## config.mk

```make
export PLATFORM = sky130hd
export DESIGN_NAME = tbc_core
export DESIGN_NICKNAME = d
export VERILOG_FILES = /design/src/tbc_pkg.sv /design/src/tbc_core.sv
export VERILOG_INCLUDE_DIRS = /design/src
export SDC_FILE = /design/constraint.sdc
export NUM_CORES = 1
export LEC_CHECK = 0
export ABC_AREA = 1
export ABC_CLOCK_PERIOD_IN_PS = 3150
export BUFFER_PORTS_ARGS = -buffer_cell sky130_fd_sc_hd__buf_2
export CAP_MARGIN = 20
export CELL_PAD_IN_SITES_DETAIL_PLACEMENT = 1
export CELL_PAD_IN_SITES_GLOBAL_PLACEMENT = 2
export CORE_MARGIN = 5
export CORE_UTILIZATION = 34
export DETAILED_ROUTE_END_ITERATION = 7
export GPL_ROUTABILITY_DRIVEN = 0
export GPL_TIMING_DRIVEN = 0
export PLACE_DENSITY_LB_ADDON = 0.1
export RECOVER_POWER = 50
export SLEW_MARGIN = 20
export SYNTH_ARGS = -nofsm -noshare
export SYNTH_HDL_FRONTEND = slang
export SYNTH_SLANG_ARGS = --single-unit
```

## constraint.sdc

```tcl
create_clock -name clk -period 3.15 [get_ports clk]
set_input_delay 0.315 -clock clk [delete_from_list [all_inputs] [get_ports clk]]
set_output_delay 0.315 -clock clk [all_outputs]
set_load 0.1 [all_outputs]
```

## src/tbc_consts.svh

```systemverilog
// Purpose: register offsets, field positions, reset values and counts
// Assumes: apb byte address = 4 * register index
// Notes: none
`ifndef TBC_CONSTS_SVH
`define TBC_CONSTS_SVH
`define TBC_IDX_INTCTL 8'h0b
`define TBC_IDX_FLAGS 8'h0c
`define TBC_IDX_COUNT 8'h11
`define TBC_IDX_CTRL 8'h12
`define TBC_IDX_CCU_CTRL 8'h17
`define TBC_IDX_CCU_LOW 8'h15
`define TBC_IDX_CCU_HIGH 8'h16
`define TBC_IDX_IRQ_EN 8'h8c
`define TBC_IDX_PERIOD 8'h92
`define TBC_PERIOD_RST 8'hff
`define TBC_FLAG_MATCH 1
`define TBC_FLAG_EVENT 2
`define TBC_CTRL_RUN 2
`define TBC_CTRL_MASK 8'h7f
`define TBC_FLAGS_MASK 8'h7f
`define TBC_PRE4 4'h3
`define TBC_PRE16 4'hf
`endif

```

## src/tbc_pkg.sv

```systemverilog
// Purpose: types of the base timer and capture/compare unit
// Assumes: constants live in tbc_consts.svh
// Notes: none
package tbc_pkg;
  typedef struct packed {
    logic psel;
    logic penable;
    logic pwrite;
    logic [11:0] paddr;
    logic [31:0] pwdata;
  } tbc_apb_req_t;
  typedef struct packed {
    logic pready;
    logic pslverr;
    logic [31:0] prdata;
  } tbc_apb_rsp_t;
  typedef struct packed {
    logic out_a;
    logic out_b;
    logic out_c;
    logic out_d;
    logic oe_a_n;
    logic oe_bcd_n;
  } tbc_pins_t;
  typedef enum logic [1:0] {
    TBC_CLS_OFF = 2'b00,
    TBC_CLS_CAPTURE = 2'b01,
    TBC_CLS_COMPARE = 2'b10,
    TBC_CLS_PWM = 2'b11
  } tbc_class_t;
  typedef struct packed {
    logic [7:0] intctl;
    logic [7:0] flags;
    logic [7:0] irq_en;
    logic [7:0] count;
    logic [7:0] ctrl;
    logic [7:0] period;
    logic [7:0] ccu_ctrl;
    logic [7:0] val_low;
    logic [7:0] val_high;
    logic [3:0] pre_cnt;
    logic [3:0] post_cnt;
    logic [3:0] cap_pre;
    logic pin_s1;
    logic pin_s2;
    logic pin_prev;
    logic cmp_latch;
    logic match_pulse;
    logic special_trig;
    logic [1:0] duty_lsb_buf;
    logic [31:0] prdata;
    logic pready;
    logic pslverr;
  } tbc_state_t;
endpackage

```

## src/tbc_core.sv

```systemverilog
// Purpose: 8-bit base timer with pre/postscaler and capture/compare unit control
// Assumes: apb slave, zero-wait-state answer; capture timebase supplied from outside
// Notes: pwm waveform, deadband and detailed compare timing live elsewhere
`timescale 1ns/1ps
`include "tbc_consts.svh"

module tbc_core (
  input wire logic clk,
  input wire logic rst_n,
  input tbc_pkg::tbc_apb_req_t apb_req,
  output tbc_pkg::tbc_apb_rsp_t apb_rsp,
  input wire logic [15:0] capture_timebase,
  input wire logic ccu_pin_in,
  input wire logic adc_enabled,
  input wire logic pwm_wave,
  output logic timebase_reset,
  output logic adc_start,
  output logic sync_serial_unit_clk,
  output logic base_timer_match_flag,
  output logic ccu_event_flag,
  output logic [9:0] pwm_duty,
  output tbc_pkg::tbc_pins_t pins
);

  function automatic tbc_pkg::tbc_class_t mode_class(input logic [3:0] m);
    if (m[3:2] == 2'b11)
      mode_class = tbc_pkg::TBC_CLS_PWM;
    else if (m[3:2] == 2'b01)
      mode_class = tbc_pkg::TBC_CLS_CAPTURE;
    else if (m[3] || m == 4'h2)
      mode_class = tbc_pkg::TBC_CLS_COMPARE;
    else
      mode_class = tbc_pkg::TBC_CLS_OFF;
  endfunction

  tbc_pkg::tbc_state_t s_r;
  tbc_pkg::tbc_state_t s_nxt;
  tbc_pkg::tbc_class_t cls;
  logic [7:0] idx;
  logic setup;
  logic wr;
  logic rd;
  logic [7:0] wbyte;
  logic pre_tick;
  logic period_hit;
  logic cap_event;
  logic cmp_match;
  logic [3:0] pre_lim;
  logic [7:0] rdv;
  logic pol_ac;
  logic pol_bd;

  // ************************************************************
  // register access decode
  // ************************************************************
  always_comb
  begin
    idx = apb_req.paddr[9:2];
    setup = apb_req.psel && !apb_req.penable;
    wr = apb_req.psel && apb_req.penable && apb_req.pwrite && s_r.pready;
    rd = setup && !apb_req.pwrite;
    wbyte = apb_req.pwdata[7:0];
    cls = mode_class(s_r.ccu_ctrl[3:0]);
  end

  // ************************************************************
  // next state
  // ************************************************************
  always_comb
  begin
    s_nxt = s_r;
    s_nxt.match_pulse = 1'b0;
    s_nxt.special_trig = 1'b0;
    // prescaler tick
    unique case (s_r.ctrl[1:0])
      2'b00: pre_lim = 4'h0;
      2'b01: pre_lim = `TBC_PRE4;
      default: pre_lim = `TBC_PRE16;
    endcase
    pre_tick = s_r.ctrl[`TBC_CTRL_RUN] && (s_r.pre_cnt >= pre_lim);
    period_hit = pre_tick && (s_r.count == s_r.period);
    if (s_r.ctrl[`TBC_CTRL_RUN])
    begin
      s_nxt.pre_cnt = pre_tick ? 4'h0 : s_r.pre_cnt + 4'h1;
    end
    if (pre_tick)
    begin
      s_nxt.count = period_hit ? 8'h00 : s_r.count + 8'h01;
    end
    if (period_hit)
    begin
      s_nxt.match_pulse = 1'b1;
      if (s_r.post_cnt >= s_r.ctrl[6:3])
      begin
        s_nxt.post_cnt = 4'h0;
        s_nxt.flags[`TBC_FLAG_MATCH] = 1'b1;
      end
      else
        s_nxt.post_cnt = s_r.post_cnt + 4'h1;
    end
    if (s_r.pready)
    begin
      if (s_r.ccu_ctrl[3:0] == 4'h0)
      begin
        s_nxt.cmp_latch = 1'b0;
      end
    end
    // pin synchronizer and edge detect
    s_nxt.pin_s1 = ccu_pin_in;
    s_nxt.pin_s2 = s_r.pin_s1;
    s_nxt.pin_prev = s_r.pin_s2;
    cap_event = 1'b0;
    if (cls == tbc_pkg::TBC_CLS_CAPTURE)
    begin
      if (s_r.pin_s2 && !s_r.pin_prev && s_r.ccu_ctrl[1])
      begin
        if (s_r.cap_pre >= (s_r.ccu_ctrl[0] ? `TBC_PRE16 : `TBC_PRE4))
        begin
          s_nxt.cap_pre = 4'h0;
          cap_event = 1'b1;
        end
        else
          s_nxt.cap_pre = s_r.cap_pre + 4'h1;
      end
      else if (!s_r.ccu_ctrl[1])
        cap_event = s_r.ccu_ctrl[0] ? (s_r.pin_s2 && !s_r.pin_prev)
                                    : (!s_r.pin_s2 && s_r.pin_prev);
    end
    else
      s_nxt.cap_pre = 4'h0;
    if (cap_event)
    begin
      s_nxt.val_low = capture_timebase[7:0];
      s_nxt.val_high = capture_timebase[15:8];
      s_nxt.flags[`TBC_FLAG_EVENT] = 1'b1;
    end
    // compare against the timebase
    cmp_match = (cls == tbc_pkg::TBC_CLS_COMPARE)
                && (capture_timebase == {s_r.val_high, s_r.val_low});
    if (cmp_match && !s_r.special_trig)
    begin
      s_nxt.flags[`TBC_FLAG_EVENT] = 1'b1;
      unique case (s_r.ccu_ctrl[3:0])
        4'h2: s_nxt.cmp_latch = !s_r.cmp_latch;
        4'h8: s_nxt.cmp_latch = 1'b1;
        4'h9: s_nxt.cmp_latch = 1'b0;
        4'hb: s_nxt.special_trig = 1'b1;
        default: s_nxt.cmp_latch = s_r.cmp_latch;
      endcase
    end
    // pwm duty buffering at period end
    if (cls == tbc_pkg::TBC_CLS_PWM && period_hit)
    begin
      s_nxt.val_high = s_r.val_low;
      s_nxt.duty_lsb_buf = s_r.ccu_ctrl[5:4];
    end
    // apb: no wait state, answer in access phase
    s_nxt.pready = setup;
    s_nxt.pslverr = 1'b0;
    if (setup)
    begin
      s_nxt.prdata = 32'h0;
      if (rd)
        s_nxt.prdata = {24'h0, rdv};
    end
    if (wr)
    begin
      unique case (idx)
        `TBC_IDX_INTCTL: s_nxt.intctl = wbyte;
        `TBC_IDX_FLAGS: s_nxt.flags = (wbyte & `TBC_FLAGS_MASK) | (s_nxt.flags & ~s_r.flags);
        `TBC_IDX_IRQ_EN: s_nxt.irq_en = wbyte & `TBC_FLAGS_MASK;
        `TBC_IDX_COUNT:
        begin
          s_nxt.count = wbyte;
          s_nxt.pre_cnt = 4'h0;
          s_nxt.post_cnt = 4'h0;
        end
        `TBC_IDX_CTRL:
        begin
          s_nxt.ctrl = wbyte & `TBC_CTRL_MASK;
          s_nxt.pre_cnt = 4'h0;
          s_nxt.post_cnt = 4'h0;
        end
        `TBC_IDX_PERIOD: s_nxt.period = wbyte;
        `TBC_IDX_CCU_CTRL:
        begin
          s_nxt.ccu_ctrl = wbyte;
          if (wbyte[3:0] == 4'h0)
          begin
            s_nxt.cmp_latch = 1'b0;
            s_nxt.cap_pre = 4'h0;
          end
          else if (wbyte[3:0] == 4'h8)
            s_nxt.cmp_latch = 1'b1;
          else if (wbyte[3:0] == 4'h9)
            s_nxt.cmp_latch = 1'b0;
        end
        `TBC_IDX_CCU_LOW: s_nxt.val_low = wbyte;
        `TBC_IDX_CCU_HIGH:
        begin
          if (cls != tbc_pkg::TBC_CLS_PWM)
            s_nxt.val_high = wbyte;
        end
        default: s_nxt.pslverr = 1'b0;
      endcase
    end
    if (setup && !(idx inside {`TBC_IDX_INTCTL, `TBC_IDX_FLAGS, `TBC_IDX_IRQ_EN,
        `TBC_IDX_COUNT, `TBC_IDX_CTRL, `TBC_IDX_PERIOD, `TBC_IDX_CCU_CTRL,
        `TBC_IDX_CCU_LOW, `TBC_IDX_CCU_HIGH}))
      s_nxt.pslverr = 1'b1;
  end

  // ************************************************************
  // read mux
  // ************************************************************
  always_comb
  begin
    unique case (idx)
      `TBC_IDX_INTCTL: rdv = s_r.intctl;
      `TBC_IDX_FLAGS: rdv = s_r.flags;
      `TBC_IDX_IRQ_EN: rdv = s_r.irq_en;
      `TBC_IDX_COUNT: rdv = s_r.count;
      `TBC_IDX_CTRL: rdv = s_r.ctrl;
      `TBC_IDX_PERIOD: rdv = s_r.period;
      `TBC_IDX_CCU_CTRL: rdv = s_r.ccu_ctrl;
      `TBC_IDX_CCU_LOW: rdv = s_r.val_low;
      `TBC_IDX_CCU_HIGH: rdv = s_r.val_high;
      default: rdv = 8'h00;
    endcase
  end

  // ************************************************************
  // state register
  // ************************************************************
  always_ff @(posedge clk or negedge rst_n)
  begin
    if (!rst_n)
    begin
      s_r <= '0;
      s_r.period <= `TBC_PERIOD_RST;
    end
    else
      s_r <= s_nxt;
  end

  // ************************************************************
  // outputs and pin steering
  // ************************************************************
  always_comb
  begin
    apb_rsp.pready = s_r.pready;
    apb_rsp.pslverr = s_r.pslverr;
    apb_rsp.prdata = s_r.prdata;
    timebase_reset = s_r.special_trig;
    adc_start = s_r.special_trig && adc_enabled;
    sync_serial_unit_clk = s_r.match_pulse;
    base_timer_match_flag = s_r.flags[`TBC_FLAG_MATCH];
    ccu_event_flag = s_r.flags[`TBC_FLAG_EVENT];
    pwm_duty = {s_r.val_high, s_r.duty_lsb_buf};
    pol_ac = s_r.ccu_ctrl[1];
    pol_bd = s_r.ccu_ctrl[0];
    pins.out_a = 1'b0;
    pins.out_b = 1'b0;
    pins.out_c = 1'b0;
    pins.out_d = 1'b0;
    pins.oe_a_n = 1'b1;
    pins.oe_bcd_n = 1'b1;
    if (cls == tbc_pkg::TBC_CLS_COMPARE)
    begin
      pins.out_a = s_r.cmp_latch;
      pins.oe_a_n = 1'b0;
    end
    else if (cls == tbc_pkg::TBC_CLS_PWM)
    begin
      pins.oe_a_n = 1'b0;
      unique case (s_r.ccu_ctrl[7:6])
        2'b00: pins.out_a = pwm_wave ^ pol_ac;
        2'b01:
        begin
          pins.out_a = !pol_ac;
          pins.out_b = pol_bd;
          pins.out_c = pol_ac;
          pins.out_d = pwm_wave ^ pol_bd;
          pins.oe_bcd_n = 1'b0;
        end
        2'b10:
        begin
          pins.out_a = pwm_wave ^ pol_ac;
          pins.out_b = !pwm_wave ^ pol_bd;
          pins.oe_bcd_n = 1'b0;
        end
        2'b11:
        begin
          pins.out_a = pol_ac;
          pins.out_b = pwm_wave ^ pol_bd;
          pins.out_c = !pol_ac;
          pins.out_d = pol_bd;
          pins.oe_bcd_n = 1'b0;
        end
      endcase
    end
  end

endmodule // tbc_core

```

---- Word-level counts from Yosys, hierarchy flattened ----
Cells that the tools add are included.
cells by class
  $add $sub $neg .......................... 4
  magnitude comparators ................... 3
  equality and inequality tests ........... 27
  mux-type cells .......................... 62
  bitwise gates (word level) .............. 6
  reductions and logical operators ........ 39
operator list
  kind                                                                    number
  8-bit 2-to-1 mux                                                        11
  8-bit case mux with 9 select lines                                      1
  71-bit 2-to-1 mux                                                       1
  8-bit by 5-bit equality test with 1-bit output (second input constant)  5
  4-bit 2-to-1 mux                                                        10
  1-bit 2-to-1 mux                                                        25
  4-bit equality test (second input constant)                             5
  16-bit equality test                                                    1
  8-bit by 4-bit equality test with 1-bit output (second input constant)  2
  8-bit equality test (second input constant)                             2
  16-bit 2-to-1 mux                                                       1
  1-bit logical AND                                                       15
  7-bit 2-to-1 mux                                                        2
  4-bit by 1-bit adder with 4-bit output (second input constant)          3
  4-bit >= comparator                                                     3
  2-bit AND reduction                                                     6
  2-bit equality test (second input constant)                             5
  1-bit logical NOT                                                       9
  9-bit nonzero test                                                      1
  8-bit by 1-bit adder with 8-bit output (second input constant)          1
  8-bit bitwise AND                                                       1
  2-bit by 1-bit equality test with 1-bit output (second input constant)  4
  8-bit equality test                                                     1
  4-bit logical NOT                                                       2
  16 further kinds                                                        24
storage, ports and cells
  register bits after elaboration ......... 124
  bits of input ports ..................... 68
  output and inout port bits .............. 55
  logic and storage cells ................. 164

---- Depth between registers and ports, before layout ----
  depth in word-level cells ............... 14
  gate-level depth with buffers ........... 14
  depth with buffers taken out ............ 14

---- Least setup slack after synthesis ----
OpenSTA, ideal clock, no wires.
  path type ............................... register -> output
  from .................................... reg s_r[73] in the netlist's numbering
  to ...................................... out pins[4] in the netlist's numbering
  arrival ................................. 6797 ps
  path slack .............................. -3962 ps
  stages on the path, launching flop included .. 6
  path buffers ............................ 1
  cell sequence ........................... dfrtp_1 -> buf_2 -> nand2_1 -> inv_2 -> o21ai_0 -> a2111oi_0
RTL lines
  item                    line             RTL
  from (decl)             tbc_core.sv:36   tbc_pkg::tbc_state_t s_r;
  from (signal assigned)  tbc_core.sv:243  s_r <= s_nxt;
  to (decl)               tbc_core.sv:22   output tbc_pkg::tbc_pins_t pins

==> summary.md <==
| Metric | Value |
|---|---|
| Cell depth of the worst min-delay path | 1 |
| Final Hold Fails | 0 |
| Sequential share of the synthesized area | 37.8% |
| Required time of the critical path | 2.83 ns |
| Initial Util | 34.8% |
| Die area | 22200 µm² |
| PD cells | 387 nW/µm² |
| Routed WL per cell | 17.3 µm |
| Met2 wire len | 10900 µm |
| DR vias/cell | 4.82 |
| Hpwl dp | 17900 µm |
| Post-CTS Setup Inserts | 0 |
| Setup TNS | 0 ns |
| H-Tree Depth | 3 |
| WP buf/inv | 4 |
| Worst setup SP type | flip-flop |
| Final Cell Area | 7680 µm² |
| Worst-case reg-to-reg path depth | 7 |
| Hold Path Origin | ccu_pin_in |
| P_sw | 0.000946 W |
| CP max FO | 10 |
| Slowest stage delay, CP | 0.51 ns |
| Ant diodes | 0 |
| Synth cell types | 43 |
| Net Sw Frac | 31.8% |
| Synth Area per Inst | 7.07 µm² |
| Initial antenna violation count | 0 |
| Reg-to-reg startpoint | apb_rsp[33] |
| Hold Path Sink | s_nxt[40] |
| Clk pin slew, worst setup/hold paths | 0.08 ns |
| Worst skew pair latency | 0.36 ns |
| Max Used Layer | met4 |
| Placed Area | 7390 µm² |
| Layout area overhead | 16.9% |
| Flops & latches, synth | 99 |
| Crit-path slowest cell | buf_1 |
| Clock share of power | 40.7% |
| Clk buf depth | 2 |
| EDFF count, synth | 0 |
| Row cnt | 50 |
| CTS tree | yes |
| FFs w/ async S/R, synth | 100% |
| Failing checks | max-capacitance violations, max-slew violations |
| CP endpoint kind | output port |
| Final period util | 87.3% |
| Initial DRC Count | 251 |
| Crit path DAT | 2.44 ns |
| Routed WL | 22500 µm |
| Post-synth top flop | dfrtp_1 |
| Leak Pwr | 4.14 nW |
| Largest delay contributor family on the critical path | buffers and inverters |
| M1 WL | 10400 µm |
| CP Cell Sequence | buf_2 > nand2_1 > inv_2 > buf_1 > o21ai_0 > a21oi_1 > buf_2 |
| Pre-CTS setup slack | 0.758 ns |
| First-pass GRT wire length | 35800 µm |
| DRC | 0 |
| Vias in the first global route | 6310 |
| Overflow left after global routing | 0 |
| Clk sinks | 99 |
| Height of the die | 149 µm |
| Worst setup margin | 0.399 ns |
| Most common cell after layout, fill and taps aside | nand2_1 |
| Unrepaired setup endpoints after global routing | false |
| Met3 routed WL | 812 µm |
| Fill count | 2455 |
| Sequential Power Share | 44.4% |
| Worst Skew | 0.00763 ns |
| Final Core Density | 40.7% |
| Final setup viols | 0 |
| VDD IR max | 336 µV |
| Max-slew violation count | 36 |
| Status | finished, violations left |
| Max Fclk | 0.363 GHz |
| Port Buffers | 70 |
| Hold-fix buffers, CTS | 1 |
| Die width | 149 µm |
| Yosys warnings | 0 |
| Most common cell on crit path | buf_2 |
| Num CTS Buffers | 9 |
| Rel. slew slack | -48.8% |
| Min-delay worst type | input port to flip-flop |
| P_int | 0.00203 W |
| Cells after Synth | 929 |
| Final-stage net count | 1117 |
| DRT Pass-1 Iters | 5 |
| Maxcap violations | 1 |
| Routed Antenna Nets | 0 |
| Vias post-DR | 6266 |
| Critical path type | flip-flop to output port |
| Most frequent cells in the layout | nand2_1 (315), inv_1 (95), dfrtp_1 (91) |
| Layout cells sized above 1 | 19.5% |
| Reg2reg setup slack | 0.69 ns |
| Pin count of the biggest net entering global routing | 65 |
| Core Area | 18900 µm² |
| I/O pin count | 123 |
| Mapped Area | 6570 µm² |
| # resized after CTS | 0 |
| Slew @ Worst Pin | 2.23 ns |
| GRT Total Usage | 20.8% |
| Clock Tree Root | clkbuf_16 |
| Post-layout minimum cycle time | 2.75 ns |
| Combinational fraction of design power | 14.9% |
| R2r endpoint | s_r[98] |
-- per-stage QoR --
stage                     power (W)  cells  hold WS [ns]
after floorplan             0.00165    952        0.0194
after global placement      0.00178   1282         0.334
after detailed placement    0.00179   1283         0.252
after CTS                   0.00300   1300        0.0421
after global routing        0.00310   1300        0.0416
final                       0.00297   1300        0.0519
-- layer usage --
layer | GRT usage, % | vias up
met3 | 2.86 | 16
met5 | 0 | -
met1 | 28.0 | 3015
met2 | 35.8 | 114
li1 | - | 3121
met4 | 4.58 | 0
-- worst max path at each step --
stage | start | slack (ns) | to | cells past startpoint
after CTS | s_r[73] | 0.36 | pins[3] | 7
after detailed placement | s_r[73] | 0.76 | pins[3] | 7
after global placement | rst_n | 0.51 | pwm_duty[7] | 1
after floorplan | s_r[73] | 0.30 | pins[3] | 6
after global routing | s_r[73] | 0.16 | pins[3] | 7
final | s_r[73] | 0.40 | pins[3] | 7
-- kinds of logic after synthesis --
group / Yosys count / share of synthesized area, %
simple gates: 509 / 34.6
xor+xnor: 10 / 1.33
buf+inv: 179 / 13.5
other cells: 1 / 0.0571
compound gates: 117 / 10.0
flops: 99 / 37.8
fa+ha+maj: 14 / 2.67
-- worst register-to-register path, delay by kind of cell, from the launching register on --
family	cells	cell delay, ns
buffers and inverters	2	0.46
flip-flops	1	0.35
AND/OR/NAND/NOR	5	1.55
-- power groups by stage --
stage | Clock, W | Sequential, W | Combinational (W)
floorplan | 0 | 0.00134 | 0.000317
global placement | 0 | 0.00134 | 0.000439
global route | 0.00129 | 0.00132 | 0.000481
CTS | 0.00123 | 0.00132 | 0.000449
finish | 0.00121 | 0.00132 | 0.000444
detailed placement | 0 | 0.00135 | 0.000446
-- final cells by class --
class | instances | area (µm²) | area share, %
Multi-Input combinational cell | 674 | 3300 | 43.0
Sequential cell | 99 | 2490 | 32.4
Inverter | 118 | 445 | 5.80
Buffer | 61 | 432 | 5.62
Timing Repair Buffer | 72 | 382 | 4.97
Tap cell | 260 | 325 | 4.23
Clock buffer | 9 | 225 | 2.93
Clock inverter | 7 | 85.1 | 1.11
-- registers in the layout, indices dropped and copies added (netlist names) --
name	flops
ccu_event_flag	1
s_r	71
pol_bd	1
base_timer_match_flag	1
sync_serial_unit_clk	1
apb_rsp	10
pwm_duty	10
timebase_reset	1
s_nxt	2
pol_ac	1
-- Yosys cell counts (all sizes together) (2+ instances only) --
cell type	number	area, µm²
buf	60	435
o211ai	2	15.0
nand2	324	1260
nor2	80	395
nand4	27	169
dfrtp	91	2280
inv	116	438
nand3	60	320
o21bai	3	22.5
nand3b	2	18.8
dfstp	8	210
a21oi	23	115
nor4	2	12.5
xnor2	3	26.3
o21ai	58	290
clkinv	2	7.51
xor2	7	61.3
o22ai	16	100
nor3	12	86.3
a22oi	3	22.5
ha	14	175
o21a	10	75.1
Note: power is estimated with default switching activity, not from simulation.
